`config.mk`:
```
export PLATFORM = sky130hd
export DESIGN_NAME = flash_status_config_regs
export DESIGN_NICKNAME = d
export VERILOG_FILES = /design/src/include/flash_regs_pkg.sv /design/src/include/byte_shift_if.sv /design/src/rtl/byte_shifter.sv /design/src/rtl/flash_status_config_regs.sv
export VERILOG_INCLUDE_DIRS = /design/src /design/src/include
export SDC_FILE = /design/constraint.sdc
export NUM_CORES = 1
export LEC_CHECK = 0
export BUFFER_PORTS_ARGS = -buffer_cell sky130_fd_sc_hd__buf_2
export CAP_MARGIN = 15
export CORE_UTILIZATION = 43
export CTS_CLUSTER_DIAMETER = 120
export DETAILED_ROUTE_END_ITERATION = 7
export SYNTH_ARGS = -nofsm -noshare
export SYNTH_HDL_FRONTEND = slang
export SYNTH_SLANG_ARGS = --single-unit
```
`constraint.sdc`:
```
create_clock -name mclk -period 4.4 [get_ports mclk]
set_input_delay 1.32 -clock mclk [delete_from_list [all_inputs] [get_ports mclk]]
set_output_delay 1.32 -clock mclk [all_outputs]
set_load 0.1 [all_outputs]
```
`src/include/flash_regs_params.svh`:
```
// constants for the flash status and configuration register block
`ifndef FLASH_REGS_PARAMS_SVH
`define FLASH_REGS_PARAMS_SVH

`define ST_BUSY_LO      0
`define ST_WEL          1
`define ST_WSE_BIT      2
`define ST_WSP_BIT      3
`define ST_LOCKDOWN     4
`define ST_SEC_LOCK     5
`define ST_BUSY_HI      7

`define CF_QUAD_EN      1
`define CF_NO_PERM_LOCK 3
`define CF_RST_HOLD     6
`define CF_WP_EN        7

`define CF_WRITE_MASK   8'hc2
`define CF_RESET        8'h08

// self-timed protect-enable write time, in ns
`define HW_WRITE_PROTECT_ENABLE_WRITE_NS   1000
`define MCLK_PERIOD_NS  25

`endif

```
`src/include/flash_regs_pkg.sv`:
```
// types shared by the flash status and configuration block
package flash_regs_pkg;

  typedef enum logic [3:0] {
    cmd_none,
    cmd_write_enable,
    cmd_write_disable,
    cmd_program_start,
    cmd_erase_start,
    cmd_suspend,
    cmd_resume,
    cmd_lockdown_bp,
    cmd_lockout_sid,
    cmd_write_bp,
    cmd_write_config,
    cmd_soft_reset,
    cmd_quad_single_line
  } cmd_kind_type;

  typedef enum logic [1:0] {
    op_idle,
    op_erase,
    op_program,
    op_hw_write_protect_enable_write
  } op_kind_type;

endpackage

```
`src/include/byte_shift_if.sv`:
```
// carrier between the register block and its serial read-out shifter
`timescale 1ns/100ps
interface byte_shift_if;
  logic       load;
  logic [7:0] data;
  logic       sck_fall;
  logic       bit_out;

  modport ctrl (output load, output data, output sck_fall, input bit_out);
  modport shifter (input load, input data, input sck_fall, output bit_out);
endinterface

```
`src/rtl/byte_shifter.sv`:
```
// shifts a register byte out msb first on serial clock falling edges
`timescale 1ns/100ps
module byte_shifter (
  input wire logic    mclk,
  input wire logic    rst,
  byte_shift_if.shifter sh
);
  logic [7:0] shift_r;

  // shifting rotates the byte so repeated reads stream the same value
  always_ff @(posedge mclk or posedge rst) begin
    if (rst) begin
      shift_r <= 8'h00;
    end else if (sh.load) begin
      shift_r <= sh.data;
    end else if (sh.sck_fall) begin
      shift_r <= {shift_r[6:0], shift_r[7]};
    end
  end

  assign sh.bit_out = shift_r[7];
endmodule // byte_shifter

```
`src/rtl/flash_status_config_regs.sv`:
```
// status and configuration registers of the serial flash
`timescale 1ns/100ps
`include "flash_regs_params.svh"
module flash_status_config_regs #(
  parameter int HW_WRITE_PROTECT_ENABLE_WRITE_NS = `HW_WRITE_PROTECT_ENABLE_WRITE_NS
) (
  input  wire logic                        mclk,
  input  wire logic                        rst,
  input  wire logic                        cmd_valid,
  input  wire flash_regs_pkg::cmd_kind_type cmd_kind,
  input  wire logic [7:0]                  cmd_data,
  input  wire logic                        array_done,
  input  wire logic                        four_bit_command_mode,
  input  wire logic                        nonvolatile_lockdown_any,
  input  wire logic                        sec_stored,
  input  wire logic [1:0]                  nv_cfg_stored,
  input  wire logic                        write_protect_pin_n,
  input  wire logic                        sck,
  input  wire logic                        read_start,
  input  wire logic                        read_select_config,
  output logic [7:0]                       status_out,
  output logic [7:0]                       config_out,
  output logic                             pins_are_data,
  output logic                             shared_pin_is_reset,
  output logic                             hw_protected,
  output logic                             cmd_rejected,
  output logic                             nv_cfg_write,
  output logic                             read_bit
);
  localparam int HW_WRITE_PROTECT_ENABLE_CYCLES_RAW = HW_WRITE_PROTECT_ENABLE_WRITE_NS / `MCLK_PERIOD_NS;
  localparam int HW_WRITE_PROTECT_ENABLE_CYCLES = (HW_WRITE_PROTECT_ENABLE_CYCLES_RAW < 1) ? 1 : HW_WRITE_PROTECT_ENABLE_CYCLES_RAW;
  localparam int CNT_W = $clog2(HW_WRITE_PROTECT_ENABLE_CYCLES + 1);

  generate
    if (HW_WRITE_PROTECT_ENABLE_WRITE_NS < 1) begin : g_bad_time
      $error("protect enable write time must be positive");
    end
  endgenerate

  flash_regs_pkg::op_kind_type op_r;
  logic             busy_r;
  logic             wel_r;
  logic             wse_r;
  logic             wsp_r;
  logic             lockdown_r;
  logic             sec_r;
  logic             quad_en_r;
  logic             rst_hold_r;
  logic             wp_en_r;
  logic             loaded_r;
  logic [CNT_W-1:0] hw_write_protect_enable_cnt_r;
  logic [2:0]       wp_sync_r;
  logic [2:0]       sck_sync_r;
  logic             wp_low_r;
  logic             sck_lvl_r;
  logic             hw_prot;
  logic             go;
  logic [7:0]       status_nxt;
  logic [7:0]       config_nxt;
  byte_shift_if     sh ();

  // pins from outside: three stages, a change counts once the last two stages agree
  always_ff @(posedge mclk or posedge rst) begin
    if (rst) begin
      wp_sync_r  <= 3'h7;
      sck_sync_r <= 3'h0;
      wp_low_r   <= 1'b0;
      sck_lvl_r  <= 1'b0;
    end else begin
      wp_sync_r  <= {wp_sync_r[1:0], write_protect_pin_n};
      sck_sync_r <= {sck_sync_r[1:0], sck};
      if (wp_sync_r[1] == wp_sync_r[2]) begin
        wp_low_r <= ~wp_sync_r[2];
      end
      if (sck_sync_r[1] == sck_sync_r[2]) begin
        sck_lvl_r <= sck_sync_r[2];
      end
    end
  end

  assign hw_prot = wp_low_r & wp_en_r;
  assign go = cmd_valid & loaded_r;

  // non-volatile bits are caught once after reset release
  always_ff @(posedge mclk or posedge rst) begin
    if (rst) begin
      loaded_r <= 1'b0;
    end else begin
      loaded_r <= 1'b1;
    end
  end

  // internal operation tracking: busy, suspend flags, timed write
  always_ff @(posedge mclk or posedge rst) begin
    if (rst) begin
      op_r       <= flash_regs_pkg::op_idle;
      busy_r     <= 1'b0;
      wse_r      <= 1'b0;
      wsp_r      <= 1'b0;
      hw_write_protect_enable_cnt_r <= '0;
    end else if (go && cmd_kind == flash_regs_pkg::cmd_soft_reset) begin
      op_r   <= flash_regs_pkg::op_idle;
      busy_r <= 1'b0;
      wse_r  <= 1'b0;
      wsp_r  <= 1'b0;
    end else if (busy_r && op_r == flash_regs_pkg::op_hw_write_protect_enable_write) begin
      if (hw_write_protect_enable_cnt_r == CNT_W'(1)) begin
        busy_r <= 1'b0;
        op_r   <= flash_regs_pkg::op_idle;
      end
      hw_write_protect_enable_cnt_r <= hw_write_protect_enable_cnt_r - CNT_W'(1);
    end else if (busy_r && array_done) begin
      busy_r <= 1'b0;
      op_r   <= flash_regs_pkg::op_idle;
    end else if (go) begin
      case (cmd_kind)
        flash_regs_pkg::cmd_erase_start: begin
          if (wel_r && !busy_r) begin
            busy_r <= 1'b1;
            op_r   <= flash_regs_pkg::op_erase;
          end
        end
        flash_regs_pkg::cmd_program_start: begin
          if (wel_r && !busy_r) begin
            busy_r <= 1'b1;
            op_r   <= flash_regs_pkg::op_program;
          end
        end
        flash_regs_pkg::cmd_suspend: begin
          if (busy_r && op_r == flash_regs_pkg::op_erase) begin
            wse_r  <= 1'b1;
            busy_r <= 1'b0;
          end else if (busy_r && op_r == flash_regs_pkg::op_program) begin
            wsp_r  <= 1'b1;
            busy_r <= 1'b0;
          end
        end
        flash_regs_pkg::cmd_resume: begin
          if (wse_r && op_r == flash_regs_pkg::op_erase) begin
            wse_r  <= 1'b0;
            busy_r <= 1'b1;
          end else if (wsp_r && op_r == flash_regs_pkg::op_program) begin
            wsp_r  <= 1'b0;
            busy_r <= 1'b1;
          end
        end
        flash_regs_pkg::cmd_write_config: begin
          // a changed protect enable costs a self-timed write
          if (wel_r && !busy_r && !hw_prot
              && cmd_data[`CF_WP_EN] != wp_en_r) begin
            busy_r     <= 1'b1;
            op_r       <= flash_regs_pkg::op_hw_write_protect_enable_write;
            hw_write_protect_enable_cnt_r <= CNT_W'(HW_WRITE_PROTECT_ENABLE_CYCLES);
          end
        end
        default: begin
        end
      endcase
    end
  end

  // write enable latch
  always_ff @(posedge mclk or posedge rst) begin
    if (rst) begin
      wel_r <= 1'b0;
    end else if (busy_r && array_done) begin
      wel_r <= 1'b0;
    end else if (go) begin
      case (cmd_kind)
        flash_regs_pkg::cmd_write_enable: wel_r <= !busy_r;
        flash_regs_pkg::cmd_erase_start,
        flash_regs_pkg::cmd_program_start: wel_r <= wel_r & busy_r;
        flash_regs_pkg::cmd_resume,
        flash_regs_pkg::cmd_quad_single_line: wel_r <= wel_r;
        default: wel_r <= 1'b0;
      endcase
    end
  end

  // lock flags: lockdown dies only with power, security lock never
  always_ff @(posedge mclk or posedge rst) begin
    if (rst) begin
      lockdown_r <= 1'b0;
      sec_r      <= 1'b0;
    end else begin
      if (!loaded_r && sec_stored) begin
        sec_r <= 1'b1;
      end
      if (go && wel_r && !busy_r) begin
        if (cmd_kind == flash_regs_pkg::cmd_lockdown_bp) begin
          lockdown_r <= 1'b1;
        end
        if (cmd_kind == flash_regs_pkg::cmd_lockout_sid) begin
          sec_r <= 1'b1;
        end
      end
    end
  end

  // configuration bits; reserved and indicator bits are never written
  always_ff @(posedge mclk or posedge rst) begin
    if (rst) begin
      quad_en_r  <= 1'b0;
      rst_hold_r <= 1'b0;
      wp_en_r    <= 1'b0;
    end else if (!loaded_r) begin
      rst_hold_r <= nv_cfg_stored[0];
      wp_en_r    <= nv_cfg_stored[1];
    end else if (go && cmd_kind == flash_regs_pkg::cmd_soft_reset) begin
      quad_en_r <= 1'b0;
    end else if (go && cmd_kind == flash_regs_pkg::cmd_write_config
                 && wel_r && !busy_r && !hw_prot) begin
      quad_en_r  <= cmd_data[`CF_QUAD_EN];
      rst_hold_r <= cmd_data[`CF_RST_HOLD];
      wp_en_r    <= cmd_data[`CF_WP_EN];
    end
  end

  always_comb begin
    status_nxt = 8'h00;
    status_nxt[`ST_BUSY_LO]  = busy_r;
    status_nxt[`ST_BUSY_HI]  = busy_r;
    status_nxt[`ST_WEL]      = wel_r;
    status_nxt[`ST_WSE_BIT]  = wse_r;
    status_nxt[`ST_WSP_BIT]  = wsp_r;
    status_nxt[`ST_LOCKDOWN] = lockdown_r;
    status_nxt[`ST_SEC_LOCK] = sec_r;
    config_nxt = 8'h00;
    config_nxt[`CF_QUAD_EN]      = quad_en_r;
    config_nxt[`CF_NO_PERM_LOCK] = ~nonvolatile_lockdown_any;
    config_nxt[`CF_RST_HOLD]     = rst_hold_r;
    config_nxt[`CF_WP_EN]        = wp_en_r;
  end

  // registered outputs
  always_ff @(posedge mclk or posedge rst) begin
    if (rst) begin
      status_out          <= 8'h00;
      config_out          <= `CF_RESET;
      pins_are_data       <= 1'b0;
      shared_pin_is_reset <= 1'b0;
      hw_protected        <= 1'b0;
      cmd_rejected        <= 1'b0;
      nv_cfg_write        <= 1'b0;
    end else begin
      status_out    <= status_nxt;
      config_out    <= config_nxt;
      // four-bit mode always uses the upper pins as data
      pins_are_data <= four_bit_command_mode | quad_en_r;
      shared_pin_is_reset <= rst_hold_r;
      hw_protected  <= hw_prot;
      cmd_rejected  <= go && (
        (cmd_kind == flash_regs_pkg::cmd_quad_single_line
         && !four_bit_command_mode && !quad_en_r)
        || ((cmd_kind == flash_regs_pkg::cmd_write_config
             || cmd_kind == flash_regs_pkg::cmd_write_bp)
            && hw_prot)
        || (cmd_kind == flash_regs_pkg::cmd_write_bp && lockdown_r));
      nv_cfg_write  <= go && cmd_kind == flash_regs_pkg::cmd_write_config
                       && wel_r && !busy_r && !hw_prot;
    end
  end

  // serial read-out of either register on the link clock's falling edge
  logic sck_prev_r;
  always_ff @(posedge mclk or posedge rst) begin
    if (rst) begin
      sck_prev_r <= 1'b0;
      read_bit   <= 1'b0;
    end else begin
      sck_prev_r <= sck_lvl_r;
      read_bit   <= sh.bit_out;
    end
  end

  assign sh.load     = read_start;
  assign sh.data     = read_select_config ? config_nxt : status_nxt;
  assign sh.sck_fall = sck_prev_r & ~sck_lvl_r;

  byte_shifter u_shift (
    .mclk (mclk),
    .rst  (rst),
    .sh   (sh.shifter)
  );
endmodule // flash_status_config_regs

```
==> summary.md, run 1 <==
| Metric | Value |
|---|---|
| Outcome | finished clean |
| Slew headroom | 0.593 |
| Width of the die | 77.9 µm |
| GPL Wtd Cong | 0.803 |
| Filler Cells Inserted | 536 |
| Height of the die | 77.9 µm |
| Mux contribution to synthesized area | 0.0591 |
| HP Start | wp_sync_r[0] |
| Layout cells sized above 1 | 0.237 |
| Detailed-route wire length | 4860 µm |
| First-iteration detailed-routing DRC count | 107 |
| Total congestion overflow | 0 |
| Num CTS Buffers | 5 |
| WP data arrival | 2.99 ns |
| Leading cell type in the layout, fill and taps excluded | dfrtp_1 |
| Dpl cell area | 0.00266 mm² |
| Max FO, Critical Path | 17 |
| DRT Pass-1 Iters | 4 |
| First-pass GRT wire length | 8390 µm |
| Final period utilization | 0.639 |
| IO Count | 47 |
| R2r startpoint | loaded_r |
| Ys async rst share | 1.00 |
| Worst endpoint required time | 4.57 ns |
| CTS max path bufs | 2 |
| Storage cell area | 0.00126 mm² |
| Share of the synthesized area in the top cell type | 0.465 |
| CTS tree | built |
| Dominant cell type by area after synthesis | dfrtp_1 |
| Clock Root Buffer | clkbuf_8 |
| Vias per cell | 5.44 |
| Final antenna-violating net count | 0 |
| GRT Total Usage | 0.179 |
| Simple-Gate Fraction of Synth Area | 0.161 |
| Mean Syn Cell Area | 10.5 µm² |
| Clock transition at the registers of the reported paths | 0.09 ns |
| WHS Endpoint | wp_sync_r[1] |
| # Post-CTS Setup Buffers | 0 |
| Pwr dens | 494 mW/mm² |
| Mapped Cells | 235 |
| Diode count | 0 |
| CTS sink count | 50 |
| Synth top area cells | dfrtp_1 (46%), dfstp_2 (4.2%), mux2i_1 (3.6%) |
| Vias in the first global route | 1708 |
| Hold-fix buffers, CTS | 0 |
| DIE AREA | 0.00607 mm² |
| CP Capture Type | flip-flop |
| Netlist cell types | 59 |
| Startpoint Class | input port |
| Post-layout min period | 2.81 ns |
| H-tree depth | 2 |
| Starting Density | 0.447 |
| NumNets Final | 292 |
| Largest net degree at the start of global routing | 51 |
| # DRC | 0 |
| Slew @ Worst Pin | 0.602 ns |
| Main combinational cell family by area after synthesis | compound AO/OA/AOI/OAI gates |
| Peak VDD IR | 252 µV |
| Register area share after synthesis | 0.507 |
| Synth Area in Compound Gates | 0.194 |
| Clock Skew | 0.00463 ns |
| Peak Freq | 356 MHz |
| Area delta synth->final | 12.3% |
| Num rows | 27 |
| Core region area | 0.00554 mm² |
| TNS Setup | 0 ns |
| Leak | 0.00123 µW |
| Post-synth EDFFs | 0 |
| Multi-input gate area | 0.00109 mm² |
| XOR/XNOR share of the synthesized area | 0.00354 |
| DR WL/cell | 14.4 µm |
| Kind of critical path | in -> reg |
| Final hold vios | 0 |
| Latest clock arrival within the worst-skew pair | 0.30 ns |
| Syn. warnings | 0 |
| Synth Area in Adders | 0.0141 |
| Via count | 1838 |
| Cell area after layout | 0.00278 mm² |
| # port buffers | 36 |
| Max-cap violations | 0 |
| Final Max Slew Viols | 0 |
| Commonest non-fill, non-tap cells in the layout | dfrtp_1 (46), buf_2 (36), a21oi_1 (17) |
| Synthesized flop and latch total | 50 |
| Hold Path Cell Cnt | 0 |
| Worst Reg2Reg Path Length in Cells | 5 |
| FF-to-FF setup slack | 2.32 ns |
| RSZ-0062 raised after global routing | no |
| Placed wire-length estimate | 3430 µm |
| Antenna violations before repair | 0 |
| Synth Cell Area | 0.00248 mm² |
| R2r endpoint | busy_r |
| Hold Crit Class | reg -> reg |
| Synth Flop Type | dfrtp_1 |
| Post-CTS Resized | 0 |
| Final setup violation count | 0 |
[state kept, by name (all words and copies together), names as in the netlist, 2 cells and up]
| signal | count |
|---|---|
| config_out | 4 |
| hw_write_protect_enable_cnt_r | 6 |
| op_r | 2 |
| sck_sync_r | 3 |
| status_out | 6 |
| u_shift.shift_r | 8 |
| wp_sync_r | 3 |
[kinds of logic (layout without fill, tap and decap cells)]
group / after synthesis / after routing
buffers and inverters: 30 / 57
DFF: 50 / 50
adders and majority gates: 3 / 3
AOI/OAI and AO/OA: 66 / 66
and+or+nand+nor: 69 / 69
other: 2 / 6
muxes: 14 / 14
xor gates and xnor gates: 1 / 1
[Yosys cell counts (all sizes together), types with 3 or more instances]
cell type,count
dfrtp,46
mux2i,9
nand3b,5
nand2b,6
o32ai,5
inv,12
dfstp,4
clkbuf,5
buf,13
a211oi,3
o21ai,14
nand3,4
and2,3
nor2,15
nand2,14
or3,3
a31oi,4
o22ai,3
mux2,5
nor3,5
a21oi,18
[through the flow]
stage	utilization	setup slack, ns	hold WS (ns)	cells	power, µW
after floorplan	-	1.71	0.331	239	1020
after CTS	0.498	1.58	0.361	337	1390
final	0.502	1.59	0.359	338	1370
after global routing	0.502	1.45	0.367	338	1460
after detailed placement	0.480	1.26	0.348	329	1100
after global placement	0.480	1.28	0.333	329	1090
[report_power, final]
group / switching, µW / internal [µW]
Sequential: 81.7 / 543
Combinational: 335 / 129
Clock: 157 / 130
Total: 574 / 801
[worst max path at each step]
| stage | from | endpoint | slack (ns) |
|---|---|---|---|
| after floorplan | cmd_data[7] | hw_write_protect_enable_cnt_r[2] | 1.71 |
| after global placement | cmd_kind[2] | busy_r | 1.28 |
| after global routing | cmd_kind[3] | busy_r | 1.45 |
| after detailed placement | cmd_kind[2] | busy_r | 1.26 |
| after CTS | cmd_kind[2] | busy_r | 1.58 |
| final | cmd_kind[2] | busy_r | 1.59 |
[critical path, cell delays in order]
cell,delay [ns]
buf_2,0.18
nand2b_1,0.28
o311ai_2,0.54
a31oi_1,0.16
a2111oi_1,0.36
o32ai_2,0.14
[cell type report]
| class | count | share of cell area |
|---|---|---|
| multi-input cells | 159 | 0.392 |
| repair buffers | 37 | 0.0720 |
| clock inverters | 2 | 0.00585 |
| inverters | 12 | 0.0162 |
| well taps | 72 | 0.0324 |
| flip-flops and latches | 50 | 0.452 |
| clock buffers | 6 | 0.0297 |
[routing by layer]
layer | vias to the layer above | share of wire | track usage
met5 | - | 0 | 0
met4 | 0 | 0.013 | 0.0679
met3 | 7 | 0.037 | 0.0329
met2 | 45 | 0.46 | 0.275
met1 | 881 | 0.49 | 0.251
li1 | 905 | - | -
No activity file was read; power rests on OpenSTA's default activity.
==> run 2: changes to the inputs <==
--- a/config.mk
+++ b/config.mk
@@ -6,6 +6,7 @@
 export SDC_FILE = /design/constraint.sdc
 export NUM_CORES = 1
 export LEC_CHECK = 0
+export ABC_AREA = 1
 export BUFFER_PORTS_ARGS = -buffer_cell sky130_fd_sc_hd__buf_2
 export CAP_MARGIN = 15
 export CORE_UTILIZATION = 43
==> constraint.sdc (replaced) <==
create_clock -name mclk -period 2.63 [get_ports mclk]
set_input_delay 0.789 -clock mclk [delete_from_list [all_inputs] [get_ports mclk]]
set_output_delay 0.789 -clock mclk [all_outputs]
set_load 0.1 [all_outputs]
==> summary.md, run 2 <==
| Metric | Value |
|---|---|
| Num CTS Buffers | 5 (unchanged) |
| Hold-fix buffers, CTS | 0 (unchanged) |
| Largest register FFs | 8 (unchanged) |
| Crit path launch | config_out[3] |
| Post-CTS Resized | 0 (unchanged) |
| Vias in the first global route | 1698 (-0.59%) |
| Internal | 1360 µW (+70%) |
| WHS Endpoint | sck_sync_r[1] |
| Largest registers | u_shift.shift_r x8, hw_write_protect_enable_cnt_r x6, status_out x6 |
| Final period utilization | 0.771 |
| DR WL/cell | 11.6 µm (-20%) |
| Post-synth EDFFs | 0 (unchanged) |
| Most frequent cells after synthesis | nand2_1 (70), dfrtp_1 (46), nor2_1 (29) |
| Final hold vios | 0 (unchanged) |
| GPL Wtd Cong | 0.821 (+2.2%) |
| CTS max path bufs | 2 (unchanged) |
| Placed wire-length estimate | 3480 µm (+1.3%) |
| Antenna violations before repair | 0 (unchanged) |
| HP Start | sck_sync_r[0] |
| Post-layout min period | 2.03 ns |
| Dominant cell type by area after synthesis | dfrtp_1 |
| IO Count | 47 (unchanged) |
| Cell area after layout | 0.00274 mm² (-1.6%) |
| Final setup violation count | 0 (unchanged) |
| Latest clock arrival within the worst-skew pair | 0.30 ns (about the same) |
| Num rows | 26 (-3.7%) |
| Clock network fraction of design power | 0.231 (+0.022) |
| Leading cell type in the layout, fill and taps excluded | nand2_1 |
| Layout cells sized above 1 | 0.218 (-0.0191) |
| DRT Pass-1 Iters | 4 (unchanged) |
| Max FO, Critical Path | 1 (-16) |
| Detailed-route wire length | 4580 µm (-5.8%) |
| TNS Setup | 0 ns (unchanged) |
| Final Max Slew Viols | 0 (unchanged) |
| Worst Reg2Reg Path Length in Cells | 8 (+3) |
| CTS tree | built |
| R2r endpoint | busy_r |
| Count leader, synth | nand2_1 |
| R2r startpoint | busy_r |
| CTS sink count | 50 (unchanged) |
| Hold Crit Class | reg -> reg |
| Largest net degree at the start of global routing | 51 (unchanged) |
| NumNets Final | 352 (+21%) |
| # Post-CTS Setup Buffers | 0 (unchanged) |
| CP cell instances | buf_2 |
| Peak VDD IR | 428 µV (+70%) |
| DIE AREA | 0.00586 mm² (-3.4%) |
| Core region area | 0.00524 mm² (-5.5%) |
| Top reg by flops | u_shift.shift_r |
| Worst path bufs/invs | 1 (unchanged) |
| H-tree depth | 2 (unchanged) |
| Max-cap violations | 0 (unchanged) |
| Crit-path leading delay family | flip-flops |
| Width of the die | 76.6 µm (-1.7%) |
| Synth Cell Area | 0.00239 mm² (-3.5%) |
| Synth top area cells | dfrtp_1 (48%), nand2_1 (11%), nor2_1 (4.6%) |
| First-pass GRT wire length | 7870 µm (-6.2%) |
| Hold Path Cell Cnt | 0 (unchanged) |
| Area delta synth->final | 14.5% |
| GRT Total Usage | 0.172 (-0.00729) |
| First-iteration detailed-routing DRC count | 81 (-24%) |
| Height of the die | 76.6 µm (-1.7%) |
| Pwr dens | 862 mW/mm² (+74%) |
| Psw | 1000 µW (+74%) |
| # port buffers | 36 (unchanged) |
| Worst endpoint required time | 1.84 ns (-2.73 ns) |
| Leak | 0.00144 µW (+17%) |
| Clock transition at the registers of the reported paths | 0.09 ns (about the same) |
| FF-to-FF setup slack | 0.99 ns (-1.33 ns) |
| Commonest non-fill, non-tap cells in the layout | nand2_1 (70), dfrtp_1 (46), buf_2 (36) |
| RSZ-0062 raised after global routing | no |
| Starting Density | 0.456 (+0.00935) |
| Slew headroom | 0.587 (-0.00626) |
| Vias per cell | 4.76 (-13%) |
| Seq pwr share | 0.422 (-0.032) |
| Total congestion overflow | 0 (unchanged) |
| CP max stage delay | 0.52 ns (-0.02 ns) |
| Ys async rst share | 1.00 (unchanged) |
| Crit-path slowest cell | dfstp_2 |
| Startpoint Class | flip-flop |
| Dpl cell area | 0.00262 mm² (-1.5%) |
| Final antenna-violating net count | 0 (unchanged) |
| Diode count | 0 (unchanged) |
| Register area share after synthesis | 0.526 (+0.0183) |
| Clock Root Buffer | clkbuf_8 |
| Synth Flop Type | dfrtp_1 |
| Kind of critical path | reg -> out |
| Mean Syn Cell Area | 8.39 µm² (-20%) |
| Mapped Cells | 285 (+21%) |
| Switching part of the total | 0.424 (+0.00674) |
| Via count | 1884 (+2.5%) |
| Netlist cell types | 36 (-39%) |
| # DRC | 0 (unchanged) |
| Clock Skew | 0.00325 ns (-0.00138 ns) |
| Peak Freq | 493 MHz |
| Share of the synthesized area in the top cell type | 0.482 (+0.0168) |
| CP Capture Type | primary output |
| Syn. warnings | 0 (unchanged) |
| Synthesized flop and latch total | 50 (unchanged) |
| Combinational share of power | 0.347 (+0.010) |
| WP data arrival | 1.24 ns (-1.75 ns) |
| Outcome | finished clean |
| Slew @ Worst Pin | 0.620 ns (+0.0176 ns) |
run 2: final cells by class:
class	count	area, µm²
Clock buffer	5	68.8
Fill cell	509	2500
Tap cell	70	87.6
Sequential cell	50	1260
Clock inverter	3	43.8
Inverter	36	135
Timing Repair Buffer	39	203
Multi-Input combinational cell	193	941
run 2: stage by stage:
step                cells  setup slack, ns  hold slack (ns)   util  total power, µW
floorplan             289            0.517            0.331      -             1690
global placement      388            0.635            0.336  0.501             1830
detailed placement    388            0.611            0.343  0.501             1830
CTS                   396            0.581            0.361  0.522             2380
global route          396            0.555            0.369  0.522             2510
finish                396            0.601            0.360  0.522             2360
run 2: worst max path at each step:
stage,endpoint,depth (start not counted)
4_1_cts,config_out[3],1
6_report,config_out[3],1
3_3_place_gp,hw_write_protect_enable_cnt_r[1],9
2_1_floorplan,config_out[6],1
3_5_place_dp,hw_write_protect_enable_cnt_r[1],9
5_1_grt,config_out[3],1
run 2: routing by layer:
| metal | up-vias | GRT usage | wire (µm) |
|---|---|---|---|
| li1 | 981 | - | - |
| met1 | 855 | 0.248 | 2350 |
| met2 | 44 | 0.254 | 1990 |
| met3 | 4 | 0.0347 | 184 |
| met4 | 0 | 0.0635 | 48 |
| met5 | - | 0 | 0 |
run 2: power groups by stage:
stage	logic, µW	registers [µW]	clock network, µW
floorplan	424	1270	0
global route	888	1020	607
global placement	818	1010	0
CTS	822	998	565
detailed placement	820	1010	0
finish	817	996	544
run 2: cell families after synthesis:
| group | after synthesis | share of synthesized area |
|---|---|---|
| other cells | 2 | 0.00314 |
| buf+inv | 46 | 0.0869 |
| fa+ha+maj | 3 | 0.0147 |
| flops | 50 | 0.526 |
| xor+xnor | 3 | 0.0110 |
| simple gates | 134 | 0.247 |
| compound gates | 47 | 0.112 |
